<file path="src/hdl/tmr_pkg.sv">
`default_nettype none
// ==========================================================
// shared constants of the result bank
package tmr_pkg;
  localparam int CLK_FREQ_MHZ   = 40;
  localparam int TIMEBASE_MHZ   = 16;
  localparam int TAP_SPACING_NS = 250;
  // least time, rounded up to whole cycles
  localparam int TAP_CYCLES =
    (TAP_SPACING_NS * CLK_FREQ_MHZ + 999) / 1000;
  localparam int NUM_TAPS    = 4;
  localparam int NUM_RESULTS = 9;
  localparam int AVG_SHIFT   = 3;

  localparam logic [5:0] TAP_LAST   = 6'(TAP_CYCLES * NUM_TAPS);
  localparam logic [5:0] PHASE_INC  = 6'(TIMEBASE_MHZ);
  localparam logic [5:0] PHASE_MOD  = 6'(CLK_FREQ_MHZ);
  localparam logic [7:0] RESET_BYTE = 8'h00;

  // register addresses
  localparam logic [7:0] ADDR_CORR_MAG_AT_PEAK    = 8'h77;
  localparam logic [7:0] ADDR_CORR_MAG_PLUS_250NS = 8'h78;
  localparam logic [7:0] ADDR_CORR_MAG_PLUS_500NS = 8'h79;
  localparam logic [7:0] ADDR_CORR_MAG_PLUS_750NS = 8'h7a;
  localparam logic [7:0] ADDR_CORR_MAG_PLUS_1000NS = 8'h7b;
  localparam logic [7:0] ADDR_FREQ_OFFSET_ESTIMATE = 8'h7c;
  localparam logic [7:0] ADDR_FLIGHT_COUNT_LOW    = 8'h7d;
  localparam logic [7:0] ADDR_FLIGHT_COUNT_MID    = 8'h7e;
  localparam logic [7:0] ADDR_FLIGHT_COUNT_HIGH   = 8'h7f;

  // result slots, in address order
  localparam int IDX_PEAK       = 0;
  localparam int IDX_OFFSET     = 5;
  localparam int IDX_COUNT_LOW  = 6;
  localparam int IDX_COUNT_MID  = 7;
  localparam int IDX_COUNT_HIGH = 8;
endpackage
`default_nettype wire

</file>
<file path="src/hdl/tmr_result_byte.sv">
`timescale 1ns/1ps
`default_nettype none
// ==========================================================
// one read-only result byte, loaded by the measurement logic
module tmr_result_byte (
  // clock and reset
  input  wire logic       clk,
  input  wire logic       rst_b,
  // load side
  input  wire logic       load,
  input  wire logic [7:0] d,
  // stored value
  output logic      [7:0] q
);
  logic [7:0] next_q;

  always_comb begin
    next_q = load ? d : q;
  end

  always_ff @(posedge clk or negedge rst_b) begin
    if (!rst_b) begin
      q <= tmr_pkg::RESET_BYTE; // see RULE3
    end else begin
      q <= next_q;
    end
  end
endmodule
`default_nettype wire

</file>
<file path="src/hdl/tmr_results.sv">
`timescale 1ns/1ps
`default_nettype none
// Notes on behaviour
// RULE1: peak correlator magnitude is captured in its own read-only byte.
// RULE2: four more magnitudes taken 250, 500, 750, 1000 ns after the peak.
// RULE3: every result byte is a full byte, zero after reset; all but the signed frequency offset are unsigned.
// RULE4: frequency offset is signed two's complement, spanning -90 to +90 deg.
// RULE5: frequency offset gets a first estimate when the PHY header is seen.
// RULE6: offset is averaged over the frame and stored at frame end.
// RULE7: flight time counts periods of a 16 MHz timebase.
// RULE8: flight count bits 7:0 read at their own address.
// RULE9: flight count bits 15:8 read at the next address.
// RULE10: flight count bits 23:16 read at the address after that.
// RULE11: results read back only while the measurement mode is enabled.
// RULE12: all flight count bytes are loaded from one counter sample.
module tmr_results (
  // clock and reset
  input  wire logic       clk,
  input  wire logic       rst_b,
  // mode control
  input  wire logic       flight_measure_mode_enable,
  // correlator
  input  wire logic [7:0] corr_mag,
  input  wire logic       corr_peak,
  // frequency estimator
  input  wire logic [7:0] freq_sample,
  input  wire logic       freq_sample_valid,
  input  wire logic       phr_detected,
  input  wire logic       frame_end,
  // flight timer
  input  wire logic       flight_start,
  input  wire logic       flight_stop,
  // register read port
  input  wire logic       rd_en,
  input  wire logic [7:0] rd_addr,
  output logic      [7:0] rd_data,
  output logic            rd_valid
);
  localparam int N = tmr_pkg::NUM_RESULTS;

  logic [7:0]  slot_q   [N];
  logic [7:0]  slot_d   [N];
  logic        slot_load[N];

  logic        tap_run;
  logic [5:0]  tap_cnt;
  logic        next_tap_run;
  logic [5:0]  next_tap_cnt;

  logic signed [7:0] offset_avg;
  logic signed [7:0] next_offset_avg;
  logic signed [8:0] offset_diff;

  logic        cnt_run;
  logic [5:0]  phase;
  logic [23:0] flight_cnt;
  logic        next_cnt_run;
  logic [5:0]  next_phase;
  logic [6:0]  phase_sum;
  logic [23:0] next_flight_cnt;

  logic [7:0]  rd_offset;
  logic        rd_hit;
  logic [7:0]  next_rd_data;

  // ========================================================
  // result storage
  genvar g;
  generate
    for (g = 0; g < N; g++) begin : g_slot
      tmr_result_byte u_byte (
        .clk   (clk),
        .rst_b (rst_b),
        .load  (slot_load[g]),
        .d     (slot_d[g]),
        .q     (slot_q[g])
      );
    end
  endgenerate

  // ========================================================
  // correlator tap sampling
  always_comb begin
    next_tap_run = tap_run;
    next_tap_cnt = tap_cnt;
    if (corr_peak) begin
      next_tap_run = 1'b1;
      next_tap_cnt = 6'h01;
    end else if (tap_run) begin
      next_tap_cnt = tap_cnt + 6'h01;
      if (tap_cnt == tmr_pkg::TAP_LAST) begin
        next_tap_run = 1'b0;
        next_tap_cnt = 6'h00;
      end
    end
  end

  // ========================================================
  // tap sampling registers
  // a new peak restarts the taps and drops any still pending
  always_ff @(posedge clk or negedge rst_b) begin
    if (!rst_b) begin
      tap_run <= 1'b0;
      tap_cnt <= 6'h00;
    end else begin
      tap_run <= next_tap_run;
      tap_cnt <= next_tap_cnt;
    end
  end

  // ========================================================
  // frequency offset averaging
  always_comb begin
    // both sides sign-extended so a lower sample pulls the average down
    offset_diff     = {freq_sample[7], freq_sample} -
                      {offset_avg[7], offset_avg};
    next_offset_avg = offset_avg;
    if (phr_detected) begin
      next_offset_avg = freq_sample; // see RULE5
    end else if (freq_sample_valid) begin
      next_offset_avg = offset_avg +
                        8'(offset_diff >>> tmr_pkg::AVG_SHIFT); // see RULE6
    end
  end

  // ========================================================
  // offset average register
  always_ff @(posedge clk or negedge rst_b) begin
    if (!rst_b) begin
      offset_avg <= 8'sh00;
    end else begin
      offset_avg <= next_offset_avg;
    end
  end

  // ========================================================
  // flight timer on a 16 MHz tick derived from 40 MHz
  always_comb begin
    next_cnt_run    = cnt_run;
    next_flight_cnt = flight_cnt;
    phase_sum       = 7'(phase) + 7'(tmr_pkg::PHASE_INC);
    next_phase      = phase_sum[5:0];
    if (phase_sum >= 7'(tmr_pkg::PHASE_MOD)) begin
      next_phase = 6'(phase_sum - 7'(tmr_pkg::PHASE_MOD));
      if (cnt_run) begin
        next_flight_cnt = flight_cnt + 24'h000001; // see RULE7
      end
    end
    if (flight_start) begin
      next_cnt_run    = 1'b1;
      next_phase      = 6'h00;
      next_flight_cnt = 24'h000000;
    end else if (flight_stop) begin
      next_cnt_run = 1'b0;
    end
  end

  // ========================================================
  // flight timer registers
  // phase restarts with the count so every run starts on a whole tick
  always_ff @(posedge clk or negedge rst_b) begin
    if (!rst_b) begin
      cnt_run    <= 1'b0;
      phase      <= 6'h00;
      flight_cnt <= 24'h000000;
    end else begin
      cnt_run    <= next_cnt_run;
      phase      <= next_phase;
      flight_cnt <= next_flight_cnt;
    end
  end

  // ========================================================
  // slot loads
  always_comb begin
    for (int i = 0; i < N; i++) begin
      slot_load[i] = 1'b0;
      slot_d[i]    = corr_mag;
    end
    slot_load[tmr_pkg::IDX_PEAK] = corr_peak; // see RULE1
    for (int k = 1; k <= tmr_pkg::NUM_TAPS; k++) begin
      if (tap_run && tap_cnt == 6'(tmr_pkg::TAP_CYCLES * k)) begin
        slot_load[tmr_pkg::IDX_PEAK + k] = 1'b1; // see RULE2
      end
    end
    // signed value, full scale is +-90 deg
    slot_d[tmr_pkg::IDX_OFFSET]    = next_offset_avg; // see RULE4
    slot_load[tmr_pkg::IDX_OFFSET] = phr_detected | frame_end; // see RULE5
    // a stop with the counter idle keeps the old snapshot
    if (cnt_run && flight_stop) begin
      slot_load[tmr_pkg::IDX_COUNT_LOW]  = 1'b1; // see RULE12
      slot_load[tmr_pkg::IDX_COUNT_MID]  = 1'b1; // see RULE12
      slot_load[tmr_pkg::IDX_COUNT_HIGH] = 1'b1; // see RULE12
    end
    slot_d[tmr_pkg::IDX_COUNT_LOW]  = flight_cnt[7:0];   // see RULE8
    slot_d[tmr_pkg::IDX_COUNT_MID]  = flight_cnt[15:8];  // see RULE9
    slot_d[tmr_pkg::IDX_COUNT_HIGH] = flight_cnt[23:16]; // see RULE10
  end

  // ========================================================
  // register read decode
  always_comb begin
    rd_offset    = rd_addr - tmr_pkg::ADDR_CORR_MAG_AT_PEAK;
    rd_hit       = flight_measure_mode_enable && // see RULE11
                   rd_addr >= tmr_pkg::ADDR_CORR_MAG_AT_PEAK &&
                   rd_addr <= tmr_pkg::ADDR_FLIGHT_COUNT_HIGH;
    next_rd_data = tmr_pkg::RESET_BYTE;
    if (rd_en && rd_hit) begin
      next_rd_data = slot_q[rd_offset[3:0]];
    end
  end

  // ========================================================
  // read port registers
  // misses answer zero so no stale result leaks out
  always_ff @(posedge clk or negedge rst_b) begin
    if (!rst_b) begin
      rd_data  <= tmr_pkg::RESET_BYTE;
      rd_valid <= 1'b0;
    end else begin
      rd_data  <= next_rd_data;
      rd_valid <= rd_en;
    end
  end
endmodule
`default_nettype wire

</file>
<file path="config.mk">
export PLATFORM = sky130hd
export DESIGN_NAME = tmr_results
export DESIGN_NICKNAME = d
export VERILOG_FILES = /design/src/hdl/tmr_pkg.sv /design/src/hdl/tmr_result_byte.sv /design/src/hdl/tmr_results.sv
export SDC_FILE = /design/constraint.sdc
export NUM_CORES = 1
export LEC_CHECK = 0
export ABC_AREA = 1
export BUFFER_PORTS_ARGS = -buffer_cell sky130_fd_sc_hd__buf_2
export CORE_ASPECT_RATIO = 0.75
export CORE_MARGIN = 5
export CORE_UTILIZATION = 45
export CTS_BUF_LIST = sky130_fd_sc_hd__clkbuf_2 sky130_fd_sc_hd__clkbuf_4 sky130_fd_sc_hd__clkbuf_8
export DETAILED_ROUTE_END_ITERATION = 10
export SLEW_MARGIN = 20
export SYNTH_ARGS = -nofsm -noshare
export SYNTH_HDL_FRONTEND = slang
export SYNTH_SLANG_ARGS = --single-unit
</file>
<file path="constraint.sdc">
create_clock -name clk -period 3.75 [get_ports clk]
set_input_delay 0.75 -clock clk [delete_from_list [all_inputs] [get_ports clk]]
set_output_delay 0.75 -clock clk [all_outputs]
set_load 0.01 [all_outputs]
</file>
==> results of run 1 <==
[power breakdown]
part | switching (mW) | total, mW | internal [mW] | leakage, nW
Clock | 0.562 | 1.16 | 0.598 | 0.197
Sequential | 0.102 | 1.57 | 1.47 | 1.50
Combinational | 0.845 | 1.36 | 0.520 | 1.94
[routing by layer]
metal	up-vias	wire, µm
met5	-	0
met4	0	111
met3	12	1130
met2	160	6540
met1	2636	7930
li1	2760	-
[flip-flops by register name, indices dropped and copies added, names as in the netlist]
signal,count
cnt_run,1
tap_run,1
rd_valid,1
tap_cnt,6
offset_avg,8
flight_cnt,24
phase,3
rd_data,8
g_slot.u_byte.q,72
[worst min-delay path by stage]
stage	startpoint	endpoint	slack (ps)
2_1_floorplan	rst_b	cnt_run	450
3_3_place_gp	g_slot[3].u_byte.q[6]	g_slot[3].u_byte.q[6]	460
3_5_place_dp	g_slot[1].u_byte.q[6]	g_slot[1].u_byte.q[6]	470
4_1_cts	rst_b	tap_cnt[2]	350
5_1_grt	rst_b	tap_cnt[0]	400
6_report	rst_b	tap_cnt[2]	350
[placed cells by master (no fill, tap or decap), types with 9 or more instances in the layout]
cell type	synthesis	layout
sky130_fd_sc_hd__a21oi_1	58	58
sky130_fd_sc_hd__a31oi_1	9	9
sky130_fd_sc_hd__buf_2	2	41
sky130_fd_sc_hd__clkbuf_8	0	17
sky130_fd_sc_hd__dfrtp_1	124	124
sky130_fd_sc_hd__ha_1	23	23
sky130_fd_sc_hd__inv_1	96	96
sky130_fd_sc_hd__nand2_1	181	181
sky130_fd_sc_hd__nand3_1	41	41
sky130_fd_sc_hd__nand4_1	10	10
sky130_fd_sc_hd__nor2_1	37	37
sky130_fd_sc_hd__nor3_1	22	22
sky130_fd_sc_hd__o21ai_0	105	105
sky130_fd_sc_hd__xor2_1	14	14
[logic make-up after synthesis]
kind of cell | count (synthesis)
mux | 5
flops | 124
fa+ha+maj | 25
simple gates | 308
buf+inv | 123
compound gates | 197
xor+xnor | 20
[metrics by stage]
stage | std cells | instance area, µm² | total power [mW] | utilization
after floorplan | 802 | 6590 | 2.60 | -
after global placement | 1025 | 7020 | 2.90 | 0.487
after detailed placement | 1025 | 7020 | 2.94 | 0.487
after CTS | 1057 | 7400 | 4.12 | 0.514
after global routing | 1057 | 7400 | 4.41 | 0.514
final | 1057 | 7400 | 4.10 | 0.514
[area by class of cell]
type	count	share of cell area
Multi-Input combinational cell	555	0.408
Clock inverter	14	0.0194
Inverter	96	0.0487
Timing Repair Buffer	50	0.0385
Tap cell	200	0.0338
Clock buffer	18	0.0326
Sequential cell	124	0.419
==> flow_metrics.py, run 1 <==
metrics = {
    "timing": {
        "unrepaired_setup_endpoints_after_global_routing": "no",
        "fin_tns_setup_ps": 0,
        "report.final.hold_viol_count": 0,
        "report.final.setup_viol": 0,
        "final_max_slew_viol_count": 0,
        "finalCriticalPeriod_ps": 3150,
        "worst_hold_slack_ps": 346,
        "clock.fmax_ghz": 0.318,
        "clock_skew_ps": 17.3,
        "slew_headroom": 0.449,
        "setup_slack_ps": 604,
        "worst_slew_pin_slew_ps": 816,
        "fin_crit_sh": 0.839,
    },
    "die": {
        "floorplan.initialDensity": 0.457,
        "io_pins": 43,
        "die_w_um": 150,
        "floorplan.die_area_mm2": 0.0172,
        "std_cell_rows": 38,
        "die_y_um": 115,
        "placeableCoreArea_mm2": 0.0144,
    },
    "pwr": {
        "max-vdd-ir-drop_mv": 0.232,
        "cellLeakagePower_nw": 3.63,
        "power.density_cell_area_mw_per_mm2": 553,
    },
    "synthesis": {
        "yosys-mux-area-fraction": 0.00855,
        "synth_compound_area_frac": 0.163,
        "synth_edf_count": 0,
        "cell_count_after_synthesis": 802,
        "synth_fp_nets": 861,
        "ys_warn_count": 0,
        "yosys-top-cells-area": "sky130_fd_sc_hd__dfrtp_1 47%, sky130_fd_sc_hd__nand2_1 10%, sky130_fd_sc_hd__o21ai_0 8.0%",
        "synthAdderAreaFrac": 0.0498,
        "syn_avg_cell_area_um2": 8.21,
        "synth_common_cells": "181 x sky130_fd_sc_hd__nand2_1, 124 x sky130_fd_sc_hd__dfrtp_1, 105 x sky130_fd_sc_hd__o21ai_0, 96 x sky130_fd_sc_hd__inv_1, 58 x sky130_fd_sc_hd__a21oi_1",
        "synth.cell_area_mm2": 0.00659,
        "synthFlopType": "sky130_fd_sc_hd__dfrtp_1",
        "synth_seq_area_share": 0.471,
        "ys_ff_latch": 124,
        "synth_cell_type_count": 43,
        "postSynth.asyncResetShare": 1.00,
        "yosys.cell_count.top_type": "sky130_fd_sc_hd__nand2_1",
        "post_synth_xor_area_fraction": 0.0277,
        "post-synth-top-area-fraction": 0.471,
        "synth-simple-area-share": 0.210,
        "synth_top_area_cell": "sky130_fd_sc_hd__dfrtp_1",
        "synth_top_family_by_area": "simple AND/OR/NAND/NOR gates",
    },
    "global_route": {
        "grt_first_pass_wirelength_mm": 26.4,
        "global_route.usage.total": 0.195,
        "grt.met2_usage": 0.278,
        "global_route.usage.met1": 0.297,
        "maximum_number_of_pins_on_one_net_before_global_route_repair": 55,
        "antenna_found_initial": 0,
        "gr_util_met3": 0.0489,
        "grt_most_used_layer": "met1",
        "first_global_vias": 5292,
        "globalRoute.totalOverflow": 0,
    },
    "detailed_routing": {
        "drt-total-wl_mm": 15.7,
        "vias_after_detailed_routing": 5568,
        "drt_iter0_drc": 395,
        "drtAntennaViolNets": 0,
        "detail_route.first_pass.iterations": 5,
        "viasPerCell": 5.27,
        "routed_wire_length_per_instance_um": 14.9,
        "drc": 0,
    },
    "setup_path": {
        "timing.critical_path.arrival_ps": 3470,
        "worst-path-stages": 20,
        "critical_path_peak_fanout": 6,
        "crit_path_start": "offset_avg[1]",
        "critical_path.reg2reg.endpoint": "offset_avg[7]",
        "worst-r2r-cell-count": 20,
        "reg2reg_slack_ps": 600,
        "cp_cell_sequence": "inv_1 > ha_1 > nand2_1 > nand2_1 > nand2_1 > nand2_1 > nand2_1 > o21ai_0 > a21oi_1 > xor2_1 > ha_1 > a21oi_1 > o21ai_0 > a21oi_1 > inv_1 > nand2_1 > nand3_1 > nand2_1 > nand3_1 > and2_1",
        "critical_path.startpoint_type": "flip-flop",
        "critPathBufInv": 2,
        "crit_end": "offset_avg[7]",
        "crit_path_top_delay_cell": "sky130_fd_sc_hd__dfrtp_1",
        "critical_path_class": "flip-flop to flip-flop",
        "crit_top_cell": "sky130_fd_sc_hd__nand2_1",
        "critical_path.top_delay_family": "compound AO/OA/AOI/OAI gates",
        "rr_startpoint": "offset_avg[1]",
        "worst_ep_required_time_ps": 4080,
        "endpoint_kind": "flip-flop",
        "cpPeakStageDelay_ps": 430,
    },
    "clocking": {
        "clkTransAtPathRegs_ps": 80,
        "clock_insertion_delay_worst_skew_ps": 450,
        "cts_resized": 0,
        "clock_tree_from_tritoncts": "built",
        "clock_sink_count": 124,
        "htree_levels": 4,
        "number_of_buffers_inserted_to_repair_setup_after_cts": 0,
        "ctsLongestPathBuffers": 2,
        "postCtsHoldBufs": 0,
        "cts-buffers-inserted": 17,
        "root_buffer": "sky130_fd_sc_hd__clkbuf_8",
    },
    "final_layout": {
        "multi_input_area_mm2": 0.00302,
        "sequential_cell_area_mm2": 0.00310,
        "antennaDiodeCount": 0,
        "fill_cells": 1395,
        "layout-drive-gt1-share": 0.120,
        "nets": 903,
        "area_growth_pct": 12.4,
    },
    "worst_hold_path": {
        "holdCritPathClass": "input pin to asynchronous set/reset pin",
    },
    "outcome": {
        "status": "finished, final reports clean",
    },
    "run": {
        "maxCapViolations": 0,
    },
    "placed_design": {
        "dpl.hpwl_mm": 11.6,
        "dp_slack_ps": 262,
        "number_of_buffers_inserted_by_port_buffering": 42,
        "gp_routability_congestion": 0.869,
    },
}
Power figures use the tool's default switching activity.
==> run 2, diff against run 1 <==
==> constraint.sdc (replaced) <==
create_clock -name clk -period 2.61 [get_ports clk]
set_input_delay 0.522 -clock clk [delete_from_list [all_inputs] [get_ports clk]]
set_output_delay 0.522 -clock clk [all_outputs]
set_load 0.01 [all_outputs]
==> run 2 against run 1 <==
Net effect:
- clock skew down 2.7 ps
- worst setup slack worse by 740 ps
- largest cell class is now multi-input gates
- sequential share of layout area down 2.9 points
- sequential cell count unchanged
- utilization up 3.8 points
- global-route usage up 0.57 points
- largest power group is now combinational cells
- via count up 3.7%
- count of clock-buffer cells in the layout up 5
- the flow now finishes with violations (negative setup slack)
==> flow_metrics.py, run 2 (synthesis results as in run 1) <==
metrics = {
    "outcome": {
        "status": "finished with violations",
        "failed_checks": "negative setup slack",
    },
    "setup_path": {
        "critical_path_peak_fanout": 4,
        "endpoint_kind": "flip-flop",
        "reg2reg_slack_ps": -140,
        "critical_path_class": "flip-flop to flip-flop",
        "critical_path.startpoint_type": "flip-flop",
        "rr_startpoint": "offset_avg[3]",
        "timing.critical_path.arrival_ps": 3060,
        "critical_path.reg2reg.endpoint": "offset_avg[7]",
        "worst-r2r-cell-count": 20,
        "worst_ep_required_time_ps": 2920,
    },
    "final_layout": {
        "largest_register_ffs": 72,
        "antennaDiodeCount": 0,
        "final_core_util": 0.552,
        "largestRegisters": "g_slot.u_byte.q: 72 flops, flight_cnt: 24 flops",
        "mostFrequentLayoutCells": "174 x sky130_fd_sc_hd__nand2_1, 124 x sky130_fd_sc_hd__dfrtp_1, 98 x sky130_fd_sc_hd__o21ai_0",
        "nets": 942,
        "mostFrequentLayoutCell": "sky130_fd_sc_hd__nand2_1",
        "final_cell_area_mm2": 0.00796,
        "layout-drive-gt1-share": 0.196,
        "area_growth_pct": 20.8,
        "largest-register": "g_slot.u_byte.q",
    },
    "detailed_routing": {
        "detail_route.first_pass.iterations": 5,
        "routed_wire_length_per_instance_um": 15.1,
        "drt-total-wl_mm": 16.5,
        "drtAntennaViolNets": 0,
        "drt_iter0_drc": 557,
        "drc": 0,
        "vias_after_detailed_routing": 5775,
        "viasPerCell": 5.28,
    },
    "global_route": {
        "antenna_found_initial": 0,
        "grt_first_pass_wirelength_mm": 27.4,
        "first_global_vias": 5501,
        "global_route.usage.total": 0.200,
        "maximum_number_of_pins_on_one_net_before_global_route_repair": 47,
        "globalRoute.totalOverflow": 0,
        "grt.met2_usage": 0.284,
        "grt_most_used_layer": "met1",
        "global_route.usage.met1": 0.302,
        "gr_util_met3": 0.0544,
    },
    "pwr": {
        "post-layout-total-power_mw": 6.99,
        "power.share.sequential": 0.322,
        "p_switching_mw": 2.44,
        "cellLeakagePower_nw": 3.88,
        "power.clock.fraction": 0.265,
        "cell_internal_pwr_mw": 4.54,
        "power.switching_fraction": 0.350,
        "max-vdd-ir-drop_mv": 0.382,
        "power.density_cell_area_mw_per_mm2": 878,
        "comb_power_share": 0.413,
    },
    "timing": {
        "worst_hold_slack_ps": 212,
        "clock_skew_ps": 14.6,
        "final_max_slew_viol_count": 0,
        "finalCriticalPeriod_ps": 2750,
        "report.final.setup_viol": 4,
        "fin_tns_setup_ps": -323,
        "clock.fmax_ghz": 0.364,
        "setup_slack_ps": -141,
        "slew_headroom": 0.490,
        "report.final.hold_viol_count": 0,
        "worst_slew_pin_slew_ps": 756,
        "fin_crit_sh": 1.05,
        "unrepaired_setup_endpoints_after_global_routing": "yes",
    },
    "die": {
        "placeableCoreArea_mm2": 0.0144,
        "io_pins": 43,
        "floorplan.initialDensity": 0.457,
        "floorplan.die_area_mm2": 0.0172,
        "die_y_um": 115,
        "die_w_um": 150,
        "std_cell_rows": 38,
    },
    "clocking": {
        "clock_insertion_delay_worst_skew_ps": 440,
        "clock_sink_count": 124,
        "clkTransAtPathRegs_ps": 60,
        "clock_tree_from_tritoncts": "built",
        "cts-buffers-inserted": 17,
        "root_buffer": "sky130_fd_sc_hd__clkbuf_8",
        "htree_levels": 4,
        "ctsLongestPathBuffers": 2,
    },
    "worst_hold_path": {
        "hp-start": "rd_en",
        "holdCritPathClass": "input pin to flip-flop",
        "whs_endpoint": "rd_valid",
        "min_delay_path_depth": 1,
    },
    "placed_design": {
        "dpl.hpwl_mm": 12.2,
        "number_of_buffers_inserted_by_port_buffering": 42,
        "gp_routability_congestion": 0.939,
        "placed_area_mm2": 0.00735,
    },
    "run": {
        "maxCapViolations": 0,
    },
}
-- run 2: through the flow --
step	setup WS, ps	std cells
2_1_floorplan	-77.1	802
3_3_place_gp	-311	1060
3_5_place_dp	-356	1060
4_1_cts	-52.9	1092
5_1_grt	-344	1094
6_report	-141	1094
-- run 2: power groups by stage --
| stage | Combinational (mW) | Sequential, mW | Clock [mW] |
|---|---|---|---|
| final | 2.89 | 2.25 | 1.85 |
| after global routing | 3.22 | 2.27 | 2.00 |
| after CTS | 2.49 | 2.24 | 1.91 |
| after detailed placement | 2.37 | 2.28 | 0 |
| after global placement | 2.31 | 2.27 | 0 |
| after floorplan | 1.55 | 2.25 | 0 |
-- run 2: final cells by class --
cell class,instances,area (µm²)
Timing Repair Buffer,89,593
Multi-Input combinational cell,555,3220
Clock inverter,7,139
Inverter,96,360
Sequential cell,124,3100
Fill cell,1340,6450
Tap cell,200,250
Clock buffer,23,292
-- run 2: how the worst max path moves through the flow --
| stage | from | endpoint | cells after the start |
|---|---|---|---|
| after floorplan | freq_sample[3] | offset_avg[7] | 19 |
| final | offset_avg[3] | offset_avg[7] | 20 |
| after global routing | offset_avg[3] | offset_avg[7] | 20 |
| after CTS | offset_avg[3] | offset_avg[7] | 20 |
| after detailed placement | freq_sample[1] | offset_avg[7] | 20 |
| after global placement | freq_sample[1] | offset_avg[7] | 20 |
-- run 2: critical path: stages, from the launching register on --
cell and delay, ps:
sky130_fd_sc_hd__dfrtp_1 370, sky130_fd_sc_hd__inv_2 60, sky130_fd_sc_hd__ha_4 290, sky130_fd_sc_hd__nand2_2 50
sky130_fd_sc_hd__inv_2 60, sky130_fd_sc_hd__nand2_4 50, sky130_fd_sc_hd__nand2_4 70, sky130_fd_sc_hd__nand2_4 60
sky130_fd_sc_hd__o21ai_4 160, sky130_fd_sc_hd__a21oi_2 80, sky130_fd_sc_hd__xor2_1 160, sky130_fd_sc_hd__ha_1 350
sky130_fd_sc_hd__a21oi_2 140, sky130_fd_sc_hd__o21ai_1 90, sky130_fd_sc_hd__a21oi_2 140, sky130_fd_sc_hd__inv_1 70
sky130_fd_sc_hd__nand2_2 70, sky130_fd_sc_hd__nand3_2 50, sky130_fd_sc_hd__nand2_1 80, sky130_fd_sc_hd__nand3_2 80
sky130_fd_sc_hd__and2_1 160
-- run 2: timing repair --
action                                 in CTS  in global routing
cloned                                      0                  0
setup endpoints to repair                   7                 11
pin swaps                                   7                 23
endpoints found under the hold margin       1                  0
hold buffers                                1                  0
resized for setup                           8                 30
setup buffers                               1                  2
-- run 2: layer usage --
layer / vias to the layer above / part of all wire / routed length [µm]
li1: 2832 / - / -
met1: 2723 / 0.49 / 8080
met2: 197 / 0.42 / 6900
met3: 23 / 0.080 / 1320
met4: 0 / 0.012 / 192
met5: - / 0 / 0
